File: src/uart0_cfg.svh
`ifndef UART0_CFG_SVH
`define UART0_CFG_SVH

`define SFR_CKCON_ADDR 8'h8e
`define SFR_SCON_ADDR 8'h98
`define SFR_SBUF_ADDR 8'h99

`define SCON_RESET 8'h00
`define SBUF_RESET 8'h00
`define CKCON_T1M_RESET 1'b0

`define CKCON_T1M_BIT 4
`define SCON_SM0_BIT 7
`define SCON_SM1_BIT 6
`define SCON_SM2_BIT 5
`define SCON_REN_BIT 4
`define SCON_TB8_BIT 3
`define SCON_RB8_BIT 2
`define SCON_TI_BIT 1
`define SCON_RI_BIT 0

`define M0_SLOW_PCLK 12
`define M0_FAST_PCLK 4
`define M2_SLOW_PCLK 64
`define M2_FAST_PCLK 32
`define OVERSAMPLE 16
`define T1_SLOW_DIV 12
`define T1_FAST_DIV 4

`define FRAME_8_BITS 10
`define FRAME_9_BITS 11
`define M0_BITS 8
`define ASYNC_RX_BITS 9

`endif

File: src/uart0_pkg.sv
package uart0_pkg;

    typedef enum logic [1:0] {
        TX_IDLE = 2'b00,
        TX_M0OUT = 2'b01,
        TX_M0IN = 2'b10,
        TX_ASYNC = 2'b11
    } tx_state_t;

    typedef enum logic [1:0] {
        RX_IDLE = 2'b00,
        RX_START = 2'b01,
        RX_BITS = 2'b10
    } rx_state_t;

endpackage

File: src/uart0_tick_if.sv
`timescale 1ns/1ps
interface uart0_tick_if;
    logic m0_half;
    logic sample16;
    logic t1_tick;
    modport gen(output m0_half, output sample16, output t1_tick);
    modport core(input m0_half, input sample16, input t1_tick);
endinterface

File: src/uart0_baud_gen.sv
`timescale 1ns/1ps
`include "uart0_cfg.svh"
module uart0_baud_gen (
    input wire logic ref_clk_in,
    input wire logic rst_in,
    input wire logic [1:0] mode_in,
    input wire logic fast_m0_in,
    input wire logic baud_double_in,
    input wire logic t1_fast_in,
    input wire logic timer_one_ovf_in,
    uart0_tick_if.gen tick
);

    logic [5:0] div_ff;
    logic [5:0] lim;
    logic div_hit;
    logic ovf_half_ff;
    logic [3:0] t1_ff;
    logic [3:0] t1_lim;

    ////////////////////////////////////////////////////////////////////////
    // Fixed fractions of the peripheral clock
    always_comb begin
        case (mode_in)
            2'b00: lim = fast_m0_in ? 6'(`M0_FAST_PCLK / 2) : 6'(`M0_SLOW_PCLK / 2);
            2'b10: lim = baud_double_in ? 6'(`M2_FAST_PCLK / `OVERSAMPLE)
                                        : 6'(`M2_SLOW_PCLK / `OVERSAMPLE);
            default: lim = 6'd1;
        endcase
    end

    // Compare with >= so a mode change mid-count cannot overrun
    assign div_hit = (div_ff >= lim - 6'd1);

    always_ff @(posedge ref_clk_in or posedge rst_in) begin
        if (rst_in) begin
            div_ff <= 6'd0;
        end else if (div_hit) begin
            div_ff <= 6'd0;
        end else begin
            div_ff <= div_ff + 6'd1;
        end
    end

    always_ff @(posedge ref_clk_in or posedge rst_in) begin
        if (rst_in) begin
            ovf_half_ff <= 1'b0;
        end else if (timer_one_ovf_in) begin
            ovf_half_ff <= !ovf_half_ff;
        end
    end

    // Modes 1/3: overflow rate halved unless baud doubling
    always_ff @(posedge ref_clk_in or posedge rst_in) begin
        if (rst_in) begin
            tick.m0_half <= 1'b0;
            tick.sample16 <= 1'b0;
        end else begin
            tick.m0_half <= (mode_in == 2'b00) && div_hit;
            if (mode_in == 2'b10) begin
                tick.sample16 <= div_hit;
            end else begin
                tick.sample16 <= mode_in[0] && timer_one_ovf_in
                                 && (baud_double_in || ovf_half_ff);
            end
        end
    end

    ////////////////////////////////////////////////////////////////////////
    // Timer 1 input prescaler
    assign t1_lim = t1_fast_in ? 4'(`T1_FAST_DIV) : 4'(`T1_SLOW_DIV);

    always_ff @(posedge ref_clk_in or posedge rst_in) begin
        if (rst_in) begin
            t1_ff <= 4'd0;
            tick.t1_tick <= 1'b0;
        end else if (t1_ff >= t1_lim - 4'd1) begin
            t1_ff <= 4'd0;
            tick.t1_tick <= 1'b1;
        end else begin
            t1_ff <= t1_ff + 4'd1;
            tick.t1_tick <= 1'b0;
        end
    end

    m0_slow_a: assert property (@(posedge ref_clk_in)
        disable iff (rst_in || mode_in != 2'b00 || fast_m0_in)
        tick.m0_half |=> (!tick.m0_half)[*5] ##1 tick.m0_half)
        else $error("mode 0 half bit not 6 clocks");

    m2_sample_a: assert property (@(posedge ref_clk_in)
        disable iff (rst_in || mode_in != 2'b10 || baud_double_in)
        tick.sample16 |=> (!tick.sample16)[*3] ##1 tick.sample16)
        else $error("mode 2 sample spacing not 4 clocks");

    t1_fast_div_a: assert property (@(posedge ref_clk_in)
        disable iff (rst_in || !t1_fast_in)
        tick.t1_tick |=> (!tick.t1_tick)[*3] ##1 tick.t1_tick)
        else $error("timer one tick not every 4 clocks");

endmodule

File: src/serial_port_zero_uart.sv
`timescale 1ns/1ps
`include "uart0_cfg.svh"
// How it works
// - The top two mode bits pick the mode, the third the mode 0 speed; mode 0 shifts 8 bits at 12 or 4 clocks a bit.
// - Modes 1 to 3 frame data with one start and one stop bit, 10 bits or 11 bits in all.
// - Mode 2 bits last 64 clocks, or 32 with baud doubling; modes 1 and 3 follow Timer 1.
// - Receive enable gates reception, and in mode 0 it starts a synchronous receive.
// - Modes 2 and 3 send the ninth transmit bit as the ninth data bit.
// - The ninth receive bit takes bit nine in modes 2 and 3 and the stop bit in mode 1.
// - Mode 0 raises transmit done at the end of the eighth bit.
// - Modes 1 to 3 raise transmit done at the end of the last data bit, before the stop.
// - Hardware never clears the done flags; software clears them by writing 0.
// - Mode 0 raises receive done after the eighth received bit.
// - Receive done follows the stop bit in mode 1 and the ninth bit in modes 2 and 3.
// - The Timer 1 clock select divides the clock by 12 or by 4.
// - The serial buffer address writes the transmit buffer and reads the receive buffer.
module serial_port_zero_uart (
    input wire logic ref_clk_in,
    input wire logic rst_in,
    input wire logic [7:0] sfr_addr_in,
    input wire logic sfr_wr_in,
    input wire logic sfr_rd_in,
    input wire logic [7:0] sfr_wdata_in,
    output logic [7:0] sfr_rdata_out,
    input wire logic baud_double_in,
    input wire logic timer_one_ovf_in,
    output logic timer_one_tick_out,
    input wire logic rxd_in,
    output logic rxd_out,
    output logic rxd_oe_out,
    output logic txd_out
);

    logic [2:0] sm_ff;
    logic ren_ff, tb8_ff, rb8_ff, ti_ff, ri_ff, t1m_ff;
    logic [7:0] rx_buf_ff, rdata_ff;
    logic wr_scon, wr_sbuf, wr_ckcon;
    logic [1:0] mode;
    logic rxd_s1_ff, rxd_s2_ff, rxd_s3_ff, rxd_q_ff, rxd_d_ff;
    uart0_pkg::tx_state_t tx_st_ff;
    logic [10:0] tx_sh_ff;
    logic [3:0] tx_cnt_ff, tx_sub_ff;
    logic m0_phase_ff, txd_ff, rxd_o_ff, rxd_oe_ff;
    logic ti_set_ff, m0_done_ff, bit_end;
    uart0_pkg::rx_state_t rx_st_ff;
    logic [3:0] rx_sub_ff, rx_cnt_ff;
    logic [8:0] rx_sh_ff;
    logic [2:0] vote_ff;
    logic maj, async_done_ff, rx_accept, rxd_now;

    uart0_tick_if tick ();

    assign mode = sm_ff[2:1];
    assign wr_scon = sfr_wr_in && (sfr_addr_in == `SFR_SCON_ADDR);
    assign wr_sbuf = sfr_wr_in && (sfr_addr_in == `SFR_SBUF_ADDR);
    assign wr_ckcon = sfr_wr_in && (sfr_addr_in == `SFR_CKCON_ADDR);

    uart0_baud_gen baud (
        .ref_clk_in(ref_clk_in),
        .rst_in(rst_in),
        .mode_in(mode),
        .fast_m0_in(sm_ff[0]),
        .baud_double_in(baud_double_in),
        .t1_fast_in(t1m_ff),
        .timer_one_ovf_in(timer_one_ovf_in),
        .tick(tick)
    );

    ////////////////////////////////////////////////////////////////////////
    // Control and status register
    // Multiprocessor filter drops address-less frames
    assign rx_accept = async_done_ff && !ri_ff && (!sm_ff[0] || rx_sh_ff[8]);

    always_ff @(posedge ref_clk_in or posedge rst_in) begin
        if (rst_in) begin
            {sm_ff, ren_ff, tb8_ff, rb8_ff, ti_ff, ri_ff} <= `SCON_RESET;
            t1m_ff <= `CKCON_T1M_RESET;
        end else begin
            if (wr_scon) begin
                sm_ff <= sfr_wdata_in[`SCON_SM0_BIT:`SCON_SM2_BIT];
                ren_ff <= sfr_wdata_in[`SCON_REN_BIT];
                tb8_ff <= sfr_wdata_in[`SCON_TB8_BIT];
            end
            if (wr_ckcon) begin
                t1m_ff <= sfr_wdata_in[`CKCON_T1M_BIT];
            end
            if (rx_accept) begin
                rb8_ff <= rx_sh_ff[8];
            end else if (wr_scon) begin
                rb8_ff <= sfr_wdata_in[`SCON_RB8_BIT];
            end
            // Set beats a software clear in the same cycle
            ti_ff <= ti_set_ff || (wr_scon ? sfr_wdata_in[`SCON_TI_BIT] : ti_ff);
            ri_ff <= rx_accept || m0_done_ff
                     || (wr_scon ? sfr_wdata_in[`SCON_RI_BIT] : ri_ff);
        end
    end

    always_ff @(posedge ref_clk_in or posedge rst_in) begin
        if (rst_in) begin
            rx_buf_ff <= `SBUF_RESET;
        end else if (m0_done_ff) begin
            rx_buf_ff <= tx_sh_ff[7:0];
        end else if (rx_accept) begin
            rx_buf_ff <= rx_sh_ff[7:0];
        end
    end

    always_ff @(posedge ref_clk_in or posedge rst_in) begin
        if (rst_in) begin
            rdata_ff <= 8'h00;
        end else if (sfr_rd_in) begin
            case (sfr_addr_in)
                `SFR_SCON_ADDR: rdata_ff <= {sm_ff, ren_ff, tb8_ff, rb8_ff, ti_ff, ri_ff};
                `SFR_SBUF_ADDR: rdata_ff <= rx_buf_ff;
                `SFR_CKCON_ADDR: rdata_ff <= 8'(t1m_ff) << `CKCON_T1M_BIT;
                default: rdata_ff <= 8'h00;
            endcase
        end
    end

    ////////////////////////////////////////////////////////////////////////
    // Receive pin synchroniser; a change counts once stages 2 and 3 agree
    always_ff @(posedge ref_clk_in or posedge rst_in) begin
        if (rst_in) begin
            {rxd_s1_ff, rxd_s2_ff, rxd_s3_ff, rxd_q_ff, rxd_d_ff} <= 5'h1f;
        end else begin
            rxd_s1_ff <= rxd_in;
            rxd_s2_ff <= rxd_s1_ff;
            rxd_s3_ff <= rxd_s2_ff;
            if (rxd_s2_ff == rxd_s3_ff) begin
                rxd_q_ff <= rxd_s3_ff;
            end
            rxd_d_ff <= rxd_q_ff;
        end
    end

    ////////////////////////////////////////////////////////////////////////
    // Transmitter and mode 0 shifter (mode 0 is half duplex, so shared)
    assign bit_end = tick.sample16 && (tx_sub_ff == 4'hf);

    always_ff @(posedge ref_clk_in or posedge rst_in) begin
        if (rst_in) begin
            tx_st_ff <= uart0_pkg::TX_IDLE;
            tx_sh_ff <= 11'h7ff;
            tx_cnt_ff <= 4'h0;
            tx_sub_ff <= 4'h0;
            m0_phase_ff <= 1'b0;
            txd_ff <= 1'b1;
            rxd_o_ff <= 1'b1;
            rxd_oe_ff <= 1'b0;
            ti_set_ff <= 1'b0;
            m0_done_ff <= 1'b0;
        end else begin
            ti_set_ff <= 1'b0;
            m0_done_ff <= 1'b0;
            case (tx_st_ff)
                uart0_pkg::TX_IDLE: begin
                    m0_phase_ff <= 1'b0;
                    tx_sub_ff <= 4'h0;
                    // Writes while busy are dropped; software waits for done
                    if (wr_sbuf && mode == 2'b00) begin
                        tx_st_ff <= uart0_pkg::TX_M0OUT;
                        tx_sh_ff <= {3'b111, sfr_wdata_in};
                        tx_cnt_ff <= 4'(`M0_BITS);
                        txd_ff <= 1'b0;
                        rxd_o_ff <= sfr_wdata_in[0];
                        rxd_oe_ff <= 1'b1;
                    end else if (wr_sbuf) begin
                        tx_st_ff <= uart0_pkg::TX_ASYNC;
                        if (mode[1]) begin
                            tx_sh_ff <= {1'b1, tb8_ff, sfr_wdata_in, 1'b0};
                            tx_cnt_ff <= 4'(`FRAME_9_BITS);
                        end else begin
                            tx_sh_ff <= {2'b11, sfr_wdata_in, 1'b0};
                            tx_cnt_ff <= 4'(`FRAME_8_BITS);
                        end
                        txd_ff <= 1'b0;
                    end else if (mode == 2'b00 && ren_ff && !ri_ff && tick.m0_half) begin
                        tx_st_ff <= uart0_pkg::TX_M0IN;
                        tx_cnt_ff <= 4'(`M0_BITS);
                        txd_ff <= 1'b0;
                        rxd_oe_ff <= 1'b0;
                    end
                end
                uart0_pkg::TX_M0OUT, uart0_pkg::TX_M0IN: begin
                    if (tick.m0_half && !m0_phase_ff) begin
                        txd_ff <= 1'b1;
                        m0_phase_ff <= 1'b1;
                    end else if (tick.m0_half) begin
                        m0_phase_ff <= 1'b0;
                        // Sampled at bit end, as the pin synchroniser outlasts a fast half bit
                        if (tx_st_ff == uart0_pkg::TX_M0IN) begin
                            tx_sh_ff <= {3'b111, rxd_now, tx_sh_ff[7:1]};
                        end
                        if (tx_cnt_ff == 4'h1) begin
                            tx_st_ff <= uart0_pkg::TX_IDLE;
                            rxd_oe_ff <= 1'b0;
                            rxd_o_ff <= 1'b1;
                            ti_set_ff <= (tx_st_ff == uart0_pkg::TX_M0OUT);
                            m0_done_ff <= (tx_st_ff == uart0_pkg::TX_M0IN);
                        end else begin
                            txd_ff <= 1'b0;
                            tx_cnt_ff <= tx_cnt_ff - 4'h1;
                            if (tx_st_ff == uart0_pkg::TX_M0OUT) begin
                                tx_sh_ff <= {1'b1, tx_sh_ff[10:1]};
                                rxd_o_ff <= tx_sh_ff[1];
                            end
                        end
                    end
                end
                uart0_pkg::TX_ASYNC: begin
                    if (tick.sample16) begin
                        tx_sub_ff <= tx_sub_ff + 4'h1;
                    end
                    if (bit_end) begin
                        tx_cnt_ff <= tx_cnt_ff - 4'h1;
                        tx_sh_ff <= {1'b1, tx_sh_ff[10:1]};
                        txd_ff <= tx_sh_ff[1];
                        ti_set_ff <= (tx_cnt_ff == 4'h2);
                        if (tx_cnt_ff == 4'h1) begin
                            tx_st_ff <= uart0_pkg::TX_IDLE;
                            txd_ff <= 1'b1;
                        end
                    end
                end
                default: tx_st_ff <= uart0_pkg::TX_IDLE;
            endcase
        end
    end

    ////////////////////////////////////////////////////////////////////////
    // Asynchronous receiver, 16x oversampled, 2-of-3 vote mid bit
    assign rxd_now = (rxd_s2_ff == rxd_s3_ff) ? rxd_s3_ff : rxd_q_ff;
    assign maj = (vote_ff[0] & vote_ff[1]) | (vote_ff[0] & rxd_q_ff) | (vote_ff[1] & rxd_q_ff);

    always_ff @(posedge ref_clk_in or posedge rst_in) begin
        if (rst_in) begin
            rx_st_ff <= uart0_pkg::RX_IDLE;
            rx_sub_ff <= 4'h0;
            rx_cnt_ff <= 4'h0;
            rx_sh_ff <= 9'h000;
            vote_ff <= 3'h0;
            async_done_ff <= 1'b0;
        end else begin
            async_done_ff <= 1'b0;
            if (!ren_ff || mode == 2'b00) begin
                rx_st_ff <= uart0_pkg::RX_IDLE;
            end else if (rx_st_ff == uart0_pkg::RX_IDLE) begin
                rx_sub_ff <= 4'h0;
                rx_cnt_ff <= 4'h0;
                if (rxd_d_ff && !rxd_q_ff) begin
                    rx_st_ff <= uart0_pkg::RX_START;
                end
            end else if (tick.sample16) begin
                rx_sub_ff <= rx_sub_ff + 4'h1;
                if (rx_sub_ff == 4'h7 || rx_sub_ff == 4'h8) begin
                    vote_ff <= {vote_ff[1:0], rxd_q_ff};
                end
                if (rx_sub_ff == 4'h9) begin
                    if (rx_st_ff == uart0_pkg::RX_START) begin
                        // A glitch shorter than half a bit is not a start
                        rx_st_ff <= maj ? uart0_pkg::RX_IDLE : uart0_pkg::RX_BITS;
                    end else begin
                        rx_sh_ff <= {maj, rx_sh_ff[8:1]};
                        rx_cnt_ff <= rx_cnt_ff + 4'h1;
                        if (rx_cnt_ff == 4'(`ASYNC_RX_BITS - 1)) begin
                            rx_st_ff <= uart0_pkg::RX_IDLE;
                            async_done_ff <= 1'b1;
                        end
                    end
                end
            end
        end
    end

    assign sfr_rdata_out = rdata_ff;
    assign timer_one_tick_out = tick.t1_tick;
    assign txd_out = txd_ff;
    assign rxd_out = rxd_o_ff;
    assign rxd_oe_out = rxd_oe_ff;

    ////////////////////////////////////////////////////////////////////////
    ti_sticky_a: assert property (@(posedge ref_clk_in) disable iff (rst_in)
        ti_ff && !wr_scon |=> ti_ff) else $error("transmit done cleared by hardware");

    ri_sticky_a: assert property (@(posedge ref_clk_in) disable iff (rst_in)
        ri_ff && !wr_scon |=> ri_ff) else $error("receive done cleared by hardware");

    ren_gate_a: assert property (@(posedge ref_clk_in) disable iff (rst_in)
        !ren_ff |=> rx_st_ff == uart0_pkg::RX_IDLE) else $error("receiver active while off");

    tb8_frame_a: assert property (@(posedge ref_clk_in) disable iff (rst_in)
        wr_sbuf && tx_st_ff == uart0_pkg::TX_IDLE && mode[1]
        |=> tx_sh_ff[9] == $past(tb8_ff) && tx_cnt_ff == 4'd11)
        else $error("ninth transmit bit not framed");

    ti_m0_a: assert property (@(posedge ref_clk_in) disable iff (rst_in)
        tx_st_ff == uart0_pkg::TX_M0OUT && tick.m0_half && m0_phase_ff && tx_cnt_ff == 4'h1
        |=> ##1 ti_ff) else $error("mode 0 transmit done missing");

    ti_async_a: assert property (@(posedge ref_clk_in) disable iff (rst_in)
        tx_st_ff == uart0_pkg::TX_ASYNC && bit_end && tx_cnt_ff == 4'h2
        |=> txd_ff ##1 ti_ff) else $error("transmit done not at stop bit");

    mp_filter_a: assert property (@(posedge ref_clk_in) disable iff (rst_in)
        async_done_ff && !ri_ff && sm_ff[0] && !rx_sh_ff[8] && !wr_scon
        |=> !ri_ff && $stable(rx_buf_ff)) else $error("frame accepted without ninth bit");

    sbuf_read_a: assert property (@(posedge ref_clk_in) disable iff (rst_in)
        sfr_rd_in && sfr_addr_in == `SFR_SBUF_ADDR |=> sfr_rdata_out == $past(rx_buf_ff))
        else $error("buffer read not receive buffer");

endmodule

File: config.mk
export PLATFORM = sky130hd
export DESIGN_NAME = serial_port_zero_uart
export DESIGN_NICKNAME = d
export VERILOG_FILES = /design/src/uart0_pkg.sv /design/src/uart0_tick_if.sv /design/src/uart0_baud_gen.sv /design/src/serial_port_zero_uart.sv
export VERILOG_INCLUDE_DIRS = /design/src /design/src/src
export SDC_FILE = /design/constraint.sdc
export NUM_CORES = 1
export LEC_CHECK = 0
export ABC_AREA = 1
export BUFFER_PORTS_ARGS = -buffer_cell sky130_fd_sc_hd__buf_2
export CORE_ASPECT_RATIO = 1.75
export CORE_MARGIN = 2
export CORE_UTILIZATION = 54
export DETAILED_ROUTE_END_ITERATION = 6
export HOLD_SLACK_MARGIN = 0.05
export PLACE_DENSITY = 0.75
export SETUP_SLACK_MARGIN = 0.4
export SKIP_CTS_REPAIR_TIMING = 1
export SLEW_MARGIN = 40
export SYNTH_ARGS = -nofsm -noshare
export SYNTH_HDL_FRONTEND = slang
export SYNTH_SLANG_ARGS = --single-unit
File: constraint.sdc
create_clock -name ref_clk_in -period 2.5 [get_ports ref_clk_in]
set_input_delay 0.25 -clock ref_clk_in [delete_from_list [all_inputs] [get_ports ref_clk_in]]
set_output_delay 0.25 -clock ref_clk_in [all_outputs]
set_load 0.02 [all_outputs]
[Word level (Yosys, flattened, before mapping)]
Index checks and enable logic that the tools add are counted.
Operators by class
  reductions and logical operators: 54
  add/subtract/negate cells: 8
  mux-type cells: 98
  bitwise operators: 8
  $lt $le $gt $ge: 2
  equality and inequality tests: 32
Operator list (number)
  $mux 11: 8
  $mux 4: 16
  $mux 1: 42
  $pmux 11 s3: 1
  $mux 2: 15
  $eq 8x8->1 const B: 3
  $pmux 8 s3: 1
  $reduce_and 4->1: 6
  $add 4x1->4 const B: 4
  $eq 4x4->1 const B: 4
  $mux 8: 2
  $logic_and 1x1->1: 15
  $ne 3x3->1 const B: 5
  $reduce_and 5->1: 3
  $ne 2x2->1 const B: 6
  $pmux 4 s3: 1
  $pmux 6 s2: 1
  $reduce_bool 2->1: 6
  $mux 10: 1
  $pmux 1 s2: 4
  $pmux 4 s2: 1
  $sub 4x1->4 const B: 2
  $logic_or 1x1->1: 7
  $add 6x1->6 const B: 1
  other kinds (26): 47
Word-level totals
  output and inout port bits: 12
  input bits: 23
  logic and storage cells: 238
  bits in registers: 93

[Logic depth before layout (Yosys ltp)]
Gate-level depths: netlist of run 1.
  depth after elaboration: 9
  mapped depth: 15

[Modules after synthesis]
A second synthesis of run 1 with hierarchy kept.
Second synthesis, totals
  cells, all modules: 632
  area total of the unflattened synthesis: 5132.4 um^2
Modules (own cells, without submodules)
  serial_port_zero_uart: cells an instance 541, sequential area each 1999.4 um^2, instances 1, area each 4325.4 um^2
  uart0_baud_gen: cells an instance 91, sequential area each 350.3 um^2, instances 1, area each 807.0 um^2

[Worst setup path after synthesis of run 1]
No wires, ideal clock.
  path kind: register -> register
  start: reg sm_ff[2]
  end: reg baud.tick.sample16
  cell stages (with the launch flop): 14
  setup time: 0.121 ns
  period minus slack after synthesis: 2.328 ns
  setup slack: 0.172 ns
  arrival: 2.207 ns
  cell sequence: dfrtp_1 > nor2_2 > buf_2 > inv_1 > o21ai_0 > inv_1 > ha_1 > ha_1 > nand2_1 > inv_1 > o211ai_1 > o2111ai_1 > nand3_1 > nand2_1
Between the ends
  word-level cells in the longest chain between the ends: 5
  elaborated cells on any way between the ends: 6
  those cells by class: add/sub (1); order compare (1); eq/ne (1); mux (2); reduce/logical (1)
Ends and longest elaborated chain
  start, declared: RTL line serial_port_zero_uart.sv:34  | logic [2:0] sm_ff;
  start signal, assigned: RTL line serial_port_zero_uart.sv:76  | {sm_ff, ren_ff, tb8_ff, rb8_ff, ti_ff, ri_ff} <= `SCON_RESET;
  start signal, assigned: RTL line serial_port_zero_uart.sv:80  | sm_ff <= sfr_wdata_in[`SCON_SM0_BIT:`SCON_SM2_BIT];
  $eq 2x2->1 / $logic_not 2->1 (equally long branches): RTL line uart0_baud_gen.sv:24, uart0_baud_gen.sv:60
  $pmux 6 s2: RTL line uart0_baud_gen.sv:24  | case (mode_in)
  $sub 6x1->6: RTL line uart0_baud_gen.sv:33  | assign div_hit = (div_ff >= lim - 6'd1);
  $ge 6x6->1: RTL line uart0_baud_gen.sv:33
  $mux 1 *: RTL line uart0_baud_gen.sv:60  | if (mode_in == 2'b10) begin
  end signal, assigned: RTL line uart0_baud_gen.sv:61  | tick.sample16 <= div_hit;
  end signal, assigned: RTL line uart0_baud_gen.sv:63  | tick.sample16 <= mode_in[0] && timer_one_ovf_in
  end, declared: RTL line uart0_tick_if.sv:6  | modport gen(output m0_half, output sample16, output t1_tick);
Every way passes the cells marked *; elsewhere a longest branch is shown, timed or not.
A chain may end at the register's enable or synchronous reset.

[Final worst setup path of run 1]
  start: reg sm_ff[1]
  end: reg baud.tick.m0_half
Between the ends
  word-level cells in the longest chain between the ends: 5
  elaborated cells on any way between the ends: 6
  those cells by class: add/sub (1); order compare (1); eq/ne (1); mux (1); reduce/logical (2)
Ends and longest elaborated chain
  $eq 2x2->1 / $logic_not 2->1 (equally long branches): RTL line uart0_baud_gen.sv:24, uart0_baud_gen.sv:59
  $pmux 6 s2: RTL line uart0_baud_gen.sv:24
  $sub 6x1->6: RTL line uart0_baud_gen.sv:33
  $ge 6x6->1: RTL line uart0_baud_gen.sv:33
  $logic_and 1x1->1 *: RTL line uart0_baud_gen.sv:59  | tick.m0_half <= (mode_in == 2'b00) && div_hit;
  end signal, assigned: RTL line uart0_baud_gen.sv:59
  end, declared: RTL line uart0_tick_if.sv:6
Marks and branches as above.

==> results of run 1 <==
[logic make-up after synthesis]
family          count (synthesis)  synth area share [%]
compound gates                 98                  10.5
xor+xnor                        8                  1.41
fa+ha+maj                      25                  6.25
buf+inv                       105                  8.32
flops                          93                  47.3
mux                             1                 0.227
other cells                     1                0.0756
simple gates                  298                  25.9
[routing by layer]
| metal | vias to the layer above | wire [um] | part of all wire (%) | global-route usage (%) |
|---|---|---|---|---|
| met4 | 0 | 523 | 4.6 | 14.8 |
| met2 | 106 | 6220 | 54 | 45.7 |
| met3 | 39 | 359 | 3.1 | 3.16 |
| li1 | 2102 | - | - | - |
| met5 | - | 0 | 0 | 0 |
| met1 | 1986 | 4370 | 38 | 24.9 |
[final cells by class]
class | count | area, um^2 | area share (%)
Sequential cell | 93 | 2350 | 41.3
Multi-Input combinational cell | 432 | 2280 | 40.1
Inverter | 89 | 338 | 5.94
Timing Repair Buffer | 48 | 294 | 5.17
Clock buffer | 12 | 246 | 4.33
Tap cell | 120 | 150 | 2.64
Clock inverter | 4 | 31.3 | 0.550
[critical path, cell delays in order (launching register included)]
cell	delay (ns)
sky130_fd_sc_hd__dfrtp_2	0.44
sky130_fd_sc_hd__buf_6	0.13
sky130_fd_sc_hd__nor2_4	0.11
sky130_fd_sc_hd__inv_2	0.06
sky130_fd_sc_hd__o21ai_2	0.14
sky130_fd_sc_hd__inv_2	0.06
sky130_fd_sc_hd__ha_4	0.24
sky130_fd_sc_hd__ha_4	0.23
sky130_fd_sc_hd__nand2_2	0.06
sky130_fd_sc_hd__inv_2	0.04
sky130_fd_sc_hd__o211ai_1	0.14
sky130_fd_sc_hd__o2111ai_4	0.25
sky130_fd_sc_hd__nand2_1	0.13
sky130_fd_sc_hd__inv_1	0.04
[how the worst max path moves through the flow]
stage               depth (start not counted)                 end      from
floorplan                                  13  baud.tick.sample16  sm_ff[2]
global placement                           14  baud.tick.sample16  sm_ff[1]
detailed placement                         14  baud.tick.sample16  sm_ff[1]
CTS                                        14  baud.tick.sample16  sm_ff[1]
global route                               14  baud.tick.sample16  sm_ff[1]
finish                                     13   baud.tick.m0_half  sm_ff[1]
[power by group through the flow]
stage	logic, uW	registers, uW	clock network (uW)
2_1_floorplan	1090	2040	0
3_3_place_gp	1350	2080	0
3_5_place_dp	1430	2090	0
4_1_cts	1440	2060	1290
5_1_grt	1730	2100	1370
6_report	1520	2070	1270
[flip-flops by register name, summed over array words and instances (netlist names), 2 cells and up]
name,cells
tx_sh_ff,11
rx_sh_ff,9
rx_buf_ff,8
sfr_rdata_out,8
baud.div_ff,6
baud.t1_ff,4
rx_cnt_ff,4
rx_sub_ff,4
tx_cnt_ff,4
tx_sub_ff,4
sm_ff,3
rx_st_ff,2
tx_st_ff,2
vote_ff,2
[through the flow]
stage | hold WS (ns) | instance area (um^2) | setup slack [ns]
after CTS | -0.000812 | 5550 | 0.150
after floorplan | 0.254 | 4990 | 0.357
final | 0.0386 | 5690 | 0.332
after global routing | 0.0925 | 5690 | 0.209
after global placement | 0.346 | 5280 | 0.283
after detailed placement | 0.347 | 5280 | 0.149
[synth_stat cells (2+ instances only)]
cell	instances
sky130_fd_sc_hd__nand2_1	177
sky130_fd_sc_hd__inv_1	86
sky130_fd_sc_hd__dfrtp_1	75
sky130_fd_sc_hd__o21ai_0	63
sky130_fd_sc_hd__nor2_1	43
sky130_fd_sc_hd__nand3_1	42
sky130_fd_sc_hd__ha_1	24
sky130_fd_sc_hd__a21oi_1	18
sky130_fd_sc_hd__dfstp_2	18
sky130_fd_sc_hd__nand4_1	11
sky130_fd_sc_hd__clkbuf_1	7
sky130_fd_sc_hd__o22ai_1	7
sky130_fd_sc_hd__buf_2	6
sky130_fd_sc_hd__nor3_1	6
sky130_fd_sc_hd__o211ai_1	5
sky130_fd_sc_hd__xor2_1	5
sky130_fd_sc_hd__nand2_2	4
sky130_fd_sc_hd__nor2_2	4
sky130_fd_sc_hd__inv_2	3
sky130_fd_sc_hd__xnor2_1	3
sky130_fd_sc_hd__a31oi_1	2
sky130_fd_sc_hd__and3_1	2
sky130_fd_sc_hd__nand3_2	2
sky130_fd_sc_hd__nor2_4	2
sky130_fd_sc_hd__nor3_2	2
==> metrics.txt, run 1 <==
final worst-path cycle share 86.7%; cells on worst reg2reg path 13; worst path arrival time 2.41 ns; row count 46; level count of the clock H-tree 3; Clk Latency, worst-skew pair 0.35 ns; ratio of total power to cell area 855 nW/um^2; clock buffers created by TritonCTS 9; total number of nets in the final design 720; total standard cell area after synthesis 4960 um^2; length of the first detailed-routing pass in iterations 6; Layout Utilization 63.4%; clock tree from TritonCTS built; number of antenna repair diodes 0; endpoints failing setup 0; post-route total power 4870 uW; most common library cell in the layout ignoring fill and taps sky130_fd_sc_hd__nand2_1; clock skew 0.00976 ns; wire length of the first global-routing pass 19000 um; clock network fraction of design power 26.2%; routed wire length 11500 um; Hold Fails Final Rpt 0; detailed-route wire length per cell 14.4 um; fraction of power consumed by combinational cells 31.2%; worst reg2reg endpoint baud.tick.m0_half; antenna-violating nets left 0; beginning of the worst register-to-register path sm_ff[1]; element type at the critical path end flop; Non-Filler Instances 798; number of global-route vias before repair 4327; total number of vias 4233; GRT Total Usage 24.0%; Unique masters post-synth 37; Core ar. 8980 um^2; Slew Viols, Final 0; total congestion overflow 0; floorplan die height 131 um; kind of launch point of the worst setup path flop; detailed router's first-iteration violation count 396; fill cell instance count of the final layout 773; Max-cap violations 0; internal power component 3100 uW; clock input transition at the sequential cells of the worst setup and hold paths 0.07 ns; top post-synthesis cells by area sky130_fd_sc_hd__dfrtp_1, sky130_fd_sc_hd__nand2_1, sky130_fd_sc_hd__dfstp_2, sky130_fd_sc_hd__inv_1, sky130_fd_sc_hd__o21ai_0; setup_tns 0 ns; Vias/cell 5.30; switching fraction of total power 36.4%; Cells after DPL 773; Yosys top cell area share 37.8%; setup repair after global routing missed its margin yes; Peak VDD IR 0.455 mV; placer congestion estimate 0.914; data required time of the worst path 2.75 ns; number of primary I/O pins 35; FFs w/ async S/R, synth 100%; placed wire-length estimate 8400 um; most frequent cells in the layout sky130_fd_sc_hd__nand2_1, sky130_fd_sc_hd__inv_1, sky130_fd_sc_hd__dfrtp_1, sky130_fd_sc_hd__o21ai_0, sky130_fd_sc_hd__nor2_1; synthesized instance count 629; sequential fraction of design power 42.6%; sequential element share of the synthesized area 47.3%; per-instance average area after synthesis 7.89 um^2; reg2reg setup slack 0.33 ns; Static Leakage 0.00285 uW; number of buffers added on ports 34; flop and latch count out of synthesis 93; sinks on the clock net 93; layout cell share with drive strength beyond 1 17.3%; highest achievable clock rate 0.461 GHz; relative area change from synthesis to final layout 14.7%; count of flip-flops with a built-in enable after synthesis 0; clk root buf sky130_fd_sc_hd__clkbuf_16; Synthesis Warnings 0; top cell type by total area after synthesis sky130_fd_sc_hd__dfrtp_1; top_reg_cell synth sky130_fd_sc_hd__dfrtp_1; floorplan die width 76.5 um; count of unresolved DRC violations after routing 0; outcome completed; Die Outline Area 10000 um^2; post-layout minimum cycle time 2.17 ns; kind of critical path flop to flop; worst hold path type input pin to asynchronous set/reset pin; buffer levels on the longest clock path 2; maximum number of pins on one net before global-route repair 94; Starting Density 55.3%; antenna violations before repair 0; sw power 1770 uW; highest fanout seen on the critical path 8
No activity file was read; power rests on OpenSTA's default activity.
==> run 2: changes to the inputs <==
--- a/config.mk
+++ b/config.mk
@@ -16,7 +16,8 @@
 export PLACE_DENSITY = 0.75
 export SETUP_SLACK_MARGIN = 0.4
 export SKIP_CTS_REPAIR_TIMING = 1
-export SLEW_MARGIN = 40
+export SLEW_MARGIN = 30
 export SYNTH_ARGS = -nofsm -noshare
 export SYNTH_HDL_FRONTEND = slang
+export SYNTH_HIERARCHICAL = 1
 export SYNTH_SLANG_ARGS = --single-unit
==> run 2 against run 1 <==
Cell area rose by 2.2%. Maximum frequency rose by 2.4%. Sequential power fell by 8%. Area after synthesis rose by 3.4%. Flip-flop and latch count did not move. Sequential share of layout area fell by 0.87 points. Critical path depth fell by 1. Non-clock buffer count fell by 7. Wire length rose by 3.0%. Critical path type unchanged. Combinational power fell by 39%. First-iteration DRC count fell by 23%.
==> metrics.txt, run 2 <==
clk root buf sky130_fd_sc_hd__clkbuf_16 (unchanged); FFs w/ async S/R, synth 100% (unchanged); length of the first detailed-routing pass in iterations 5 (was 6); maximum number of pins on one net before global-route repair 80 (was 94); clock skew 0.00888 ns (was 0.00976 ns); Die Outline Area 10300 um^2 (was 10000 um^2); beginning of the worst register-to-register path sm_ff[1] (unchanged); number of primary I/O pins 35 (unchanged); Core ar. 9350 um^2 (was 8980 um^2); detailed router's first-iteration violation count 303 (was 396); synthesized instance count 632 (was 629); register name with the most flops tx_sh_ff (unchanged); cells on worst reg2reg path 12 (was 13); routed wire length 11800 um (was 11500 um); worst reg2reg endpoint baud/tick.sample16 (was baud.tick.m0_half); sinks on the clock net 93 (unchanged); top post-synthesis cells by area sky130_fd_sc_hd__dfrtp_1, sky130_fd_sc_hd__nand2_1, sky130_fd_sc_hd__dfstp_2, sky130_fd_sc_hd__inv_1, sky130_fd_sc_hd__ha_1 (was sky130_fd_sc_hd__dfrtp_1, sky130_fd_sc_hd__nand2_1, sky130_fd_sc_hd__dfstp_2, sky130_fd_sc_hd__inv_1, sky130_fd_sc_hd__o21ai_0); clock input transition at the sequential cells of the worst setup and hold paths 0.07 ns (about the same); GRT Total Usage 23.6% (was 24.0%); antenna violations before repair 0 (unchanged); setup_tns 0 ns (unchanged); final worst-path cycle share 84.7% (was 86.7%); Yosys top cell area share 36.6% (was 37.8%); relative area change from synthesis to final layout 13.3% (was 14.7%); most common library cell in the layout ignoring fill and taps sky130_fd_sc_hd__nand2_1 (unchanged); detailed-route wire length per cell 14.8 um (was 14.4 um); placed wire-length estimate 8700 um (was 8400 um); Peak VDD IR 0.394 mV (was 0.455 mV); number of antenna repair diodes 0 (unchanged); Static Leakage 0.00290 uW (was 0.00285 uW); min setup slack post-route 0.383 ns (was 0.332 ns); Placement Setup Slack 0.292 ns (was 0.149 ns); setup repair after global routing missed its margin yes (unchanged); total congestion overflow 0 (unchanged); Clk Latency, worst-skew pair 0.35 ns (about the same); Relative slew margins 64.0%; reg2reg setup slack 0.38 ns (was 0.33 ns); Hold Path Sink baud/ovf_half_ff; worst hold path type input pin to flop (was input pin to asynchronous set/reset pin); layout cell share with drive strength beyond 1 20.2% (was 17.3%); most frequent cells in the layout sky130_fd_sc_hd__nand2_1, sky130_fd_sc_hd__inv_1, sky130_fd_sc_hd__dfrtp_1, sky130_fd_sc_hd__o21ai_0, sky130_fd_sc_hd__nand3_1 (was sky130_fd_sc_hd__nand2_1, sky130_fd_sc_hd__inv_1, sky130_fd_sc_hd__dfrtp_1, sky130_fd_sc_hd__o21ai_0, sky130_fd_sc_hd__nor2_1); most frequent cell after synthesis sky130_fd_sc_hd__nand2_1 (unchanged); floorplan die width 77.7 um (was 76.5 um); Synthesis Warnings 6 (was 0); Max-cap violations 0 (unchanged); antenna-violating nets left 0 (unchanged); highest fanout seen on the critical path 7 (was 8); Vias/cell 5.38 (was 5.30); top cell type by total area after synthesis sky130_fd_sc_hd__dfrtp_1 (unchanged); Unique masters post-synth 43 (was 37); clock tree from TritonCTS built (unchanged); row count 47 (was 46); max reg flops 11 (unchanged); number of buffers added on ports 34 (unchanged); sequential element share of the synthesized area 45.8% (was 47.3%); worst path arrival time 2.35 ns (was 2.41 ns); leading post-synthesis cells by instance count sky130_fd_sc_hd__nand2_1, sky130_fd_sc_hd__inv_1, sky130_fd_sc_hd__dfrtp_1, sky130_fd_sc_hd__o21ai_0, sky130_fd_sc_hd__nand3_1 (was sky130_fd_sc_hd__nand2_1, sky130_fd_sc_hd__inv_1, sky130_fd_sc_hd__dfrtp_1, sky130_fd_sc_hd__o21ai_0, sky130_fd_sc_hd__nor2_1); leading registers by flop count tx_sh_ff x11, rx_sh_ff x9 (unchanged); flop and latch count out of synthesis 93 (unchanged); total number of vias 4297 (was 4233); element type at the critical path end flop (unchanged); per-instance average area after synthesis 8.12 um^2 (was 7.89 um^2); kind of launch point of the worst setup path flop (unchanged); clock buffers created by TritonCTS 9 (unchanged); data required time of the worst path 2.73 ns (was 2.75 ns); count of flip-flops with a built-in enable after synthesis 0 (unchanged); buffer levels on the longest clock path 2 (unchanged); endpoints failing setup 0 (unchanged); highest achievable clock rate 0.472 GHz (was 0.461 GHz); count of unresolved DRC violations after routing 0 (unchanged); top_reg_cell synth sky130_fd_sc_hd__dfrtp_1 (unchanged); Hold Path Stages 2; level count of the clock H-tree 3 (unchanged); placer congestion estimate 0.899 (was 0.914); wire length of the first global-routing pass 19100 um (was 19000 um); Hold Fails Final Rpt 0 (unchanged); kind of critical path flop to flop (unchanged); ratio of total power to cell area 732 nW/um^2 (was 855 nW/um^2); Slew Viols, Final 0 (unchanged); startpoint of the lowest-slack hold path timer_one_ovf_in; post-layout minimum cycle time 2.12 ns (was 2.17 ns); Starting Density 54.9% (was 55.3%); worst-margin pin slew 0.539 ns; total number of nets in the final design 718 (was 720); outcome completed (unchanged); number of global-route vias before repair 4132 (was 4327); floorplan die height 133 um (was 131 um); total standard cell area after synthesis 5130 um^2 (was 4960 um^2)
run 2: cell count changes after synthesis, moves of 4 or more:
| cell | previous run | this run |
|---|---|---|
| sky130_fd_sc_hd__nand2_1 | 177 | 173 |
| sky130_fd_sc_hd__nand4_1 | 11 | 4 |
| sky130_fd_sc_hd__o21ai_0 | 63 | 48 |
| sky130_fd_sc_hd__o21ai_1 | 1 | 7 |
| sky130_fd_sc_hd__o21ai_2 | 0 | 4 |
| sky130_fd_sc_hd__inv_1 | 86 | 82 |
| sky130_fd_sc_hd__nand2_2 | 4 | 11 |
| sky130_fd_sc_hd__inv_2 | 3 | 9 |
| sky130_fd_sc_hd__nor2_4 | 2 | 6 |
| sky130_fd_sc_hd__nor2_1 | 43 | 39 |
run 2: area by class of cell:
type | instances | area (um^2)
timing repair buffer | 41 | 240
multi-input combinational | 434 | 2400
inverter | 93 | 359
sequential | 93 | 2350
tap | 122 | 153
clock buffer | 9 | 225
clock inverter | 7 | 81.3
fill | 793 | 3540
run 2: per-layer routing:
metal / wire length (um) / share of wire [%] / global-route usage (%)
met1: 4490 / 38 / 25.2
met2: 6360 / 54 / 43.3
met3: 497 / 4.2 / 4.16
met4: 474 / 4.0 / 12.1
met5: 0 / 0 / 0
run 2: stage by stage:
| stage | utilization, % | cells | cell area (um^2) | hold WS (ns) | total power [uW] |
|---|---|---|---|---|---|
| global route | 62.2 | 799 | 5810 | 0.0992 | 4500 |
| floorplan | - | 633 | 5140 | 0.139 | 2580 |
| global placement | 57.9 | 778 | 5410 | 0.331 | 2770 |
| CTS | 61.2 | 794 | 5720 | -0.0243 | 4250 |
| finish | 62.2 | 799 | 5810 | 0.0909 | 4250 |
| detailed placement | 57.9 | 778 | 5410 | 0.349 | 2810 |
run 2: worst max-delay path by stage:
stage,from,endpoint,slack [ns],cells past startpoint
4_1_cts,sm_ff[1],baud/tick.sample16,0.19,14
3_5_place_dp,sm_ff[2],baud/tick.sample16,0.29,14
6_report,sm_ff[1],baud/tick.sample16,0.38,12
3_3_place_gp,sm_ff[2],baud/tick.sample16,0.51,13
2_1_floorplan,sm_ff[1],baud/tick.sample16,0.61,15
5_1_grt,sm_ff[1],baud/tick.sample16,0.29,12
run 2: logic make-up (layout without fill, tap and decap cells):
kind of cell,count (synthesis),count (layout),share of synthesized area (%)
AOI/OAI and AO/OA,96,96,10.9
buffers and inverters,106,150,8.46
xor gates and xnor gates,9,9,1.54
adders and majority gates,24,24,5.80
muxes,1,1,0.292
and+or+nand+nor,302,302,27.2
DFF,93,93,45.8
other,1,2,0.0731
run 2: report_power, final:
part	switching, uW	internal, uW	total [uW]
combinational	580	345	925
sequential	173	1730	1910
clock	631	791	1420
run 2: worst max-delay path, stage by stage (launching register included):
cell                      delay [ns]
sky130_fd_sc_hd__dfrtp_2        0.46
sky130_fd_sc_hd__buf_4          0.15
sky130_fd_sc_hd__o31ai_1        0.24
sky130_fd_sc_hd__inv_1          0.13
sky130_fd_sc_hd__ha_4           0.17
sky130_fd_sc_hd__inv_1          0.05
sky130_fd_sc_hd__ha_1           0.23
sky130_fd_sc_hd__nand2_2        0.09
sky130_fd_sc_hd__inv_1          0.05
sky130_fd_sc_hd__a21oi_2        0.19
sky130_fd_sc_hd__nand2_4        0.11
sky130_fd_sc_hd__nand2_1        0.08
sky130_fd_sc_hd__nand2_1        0.05
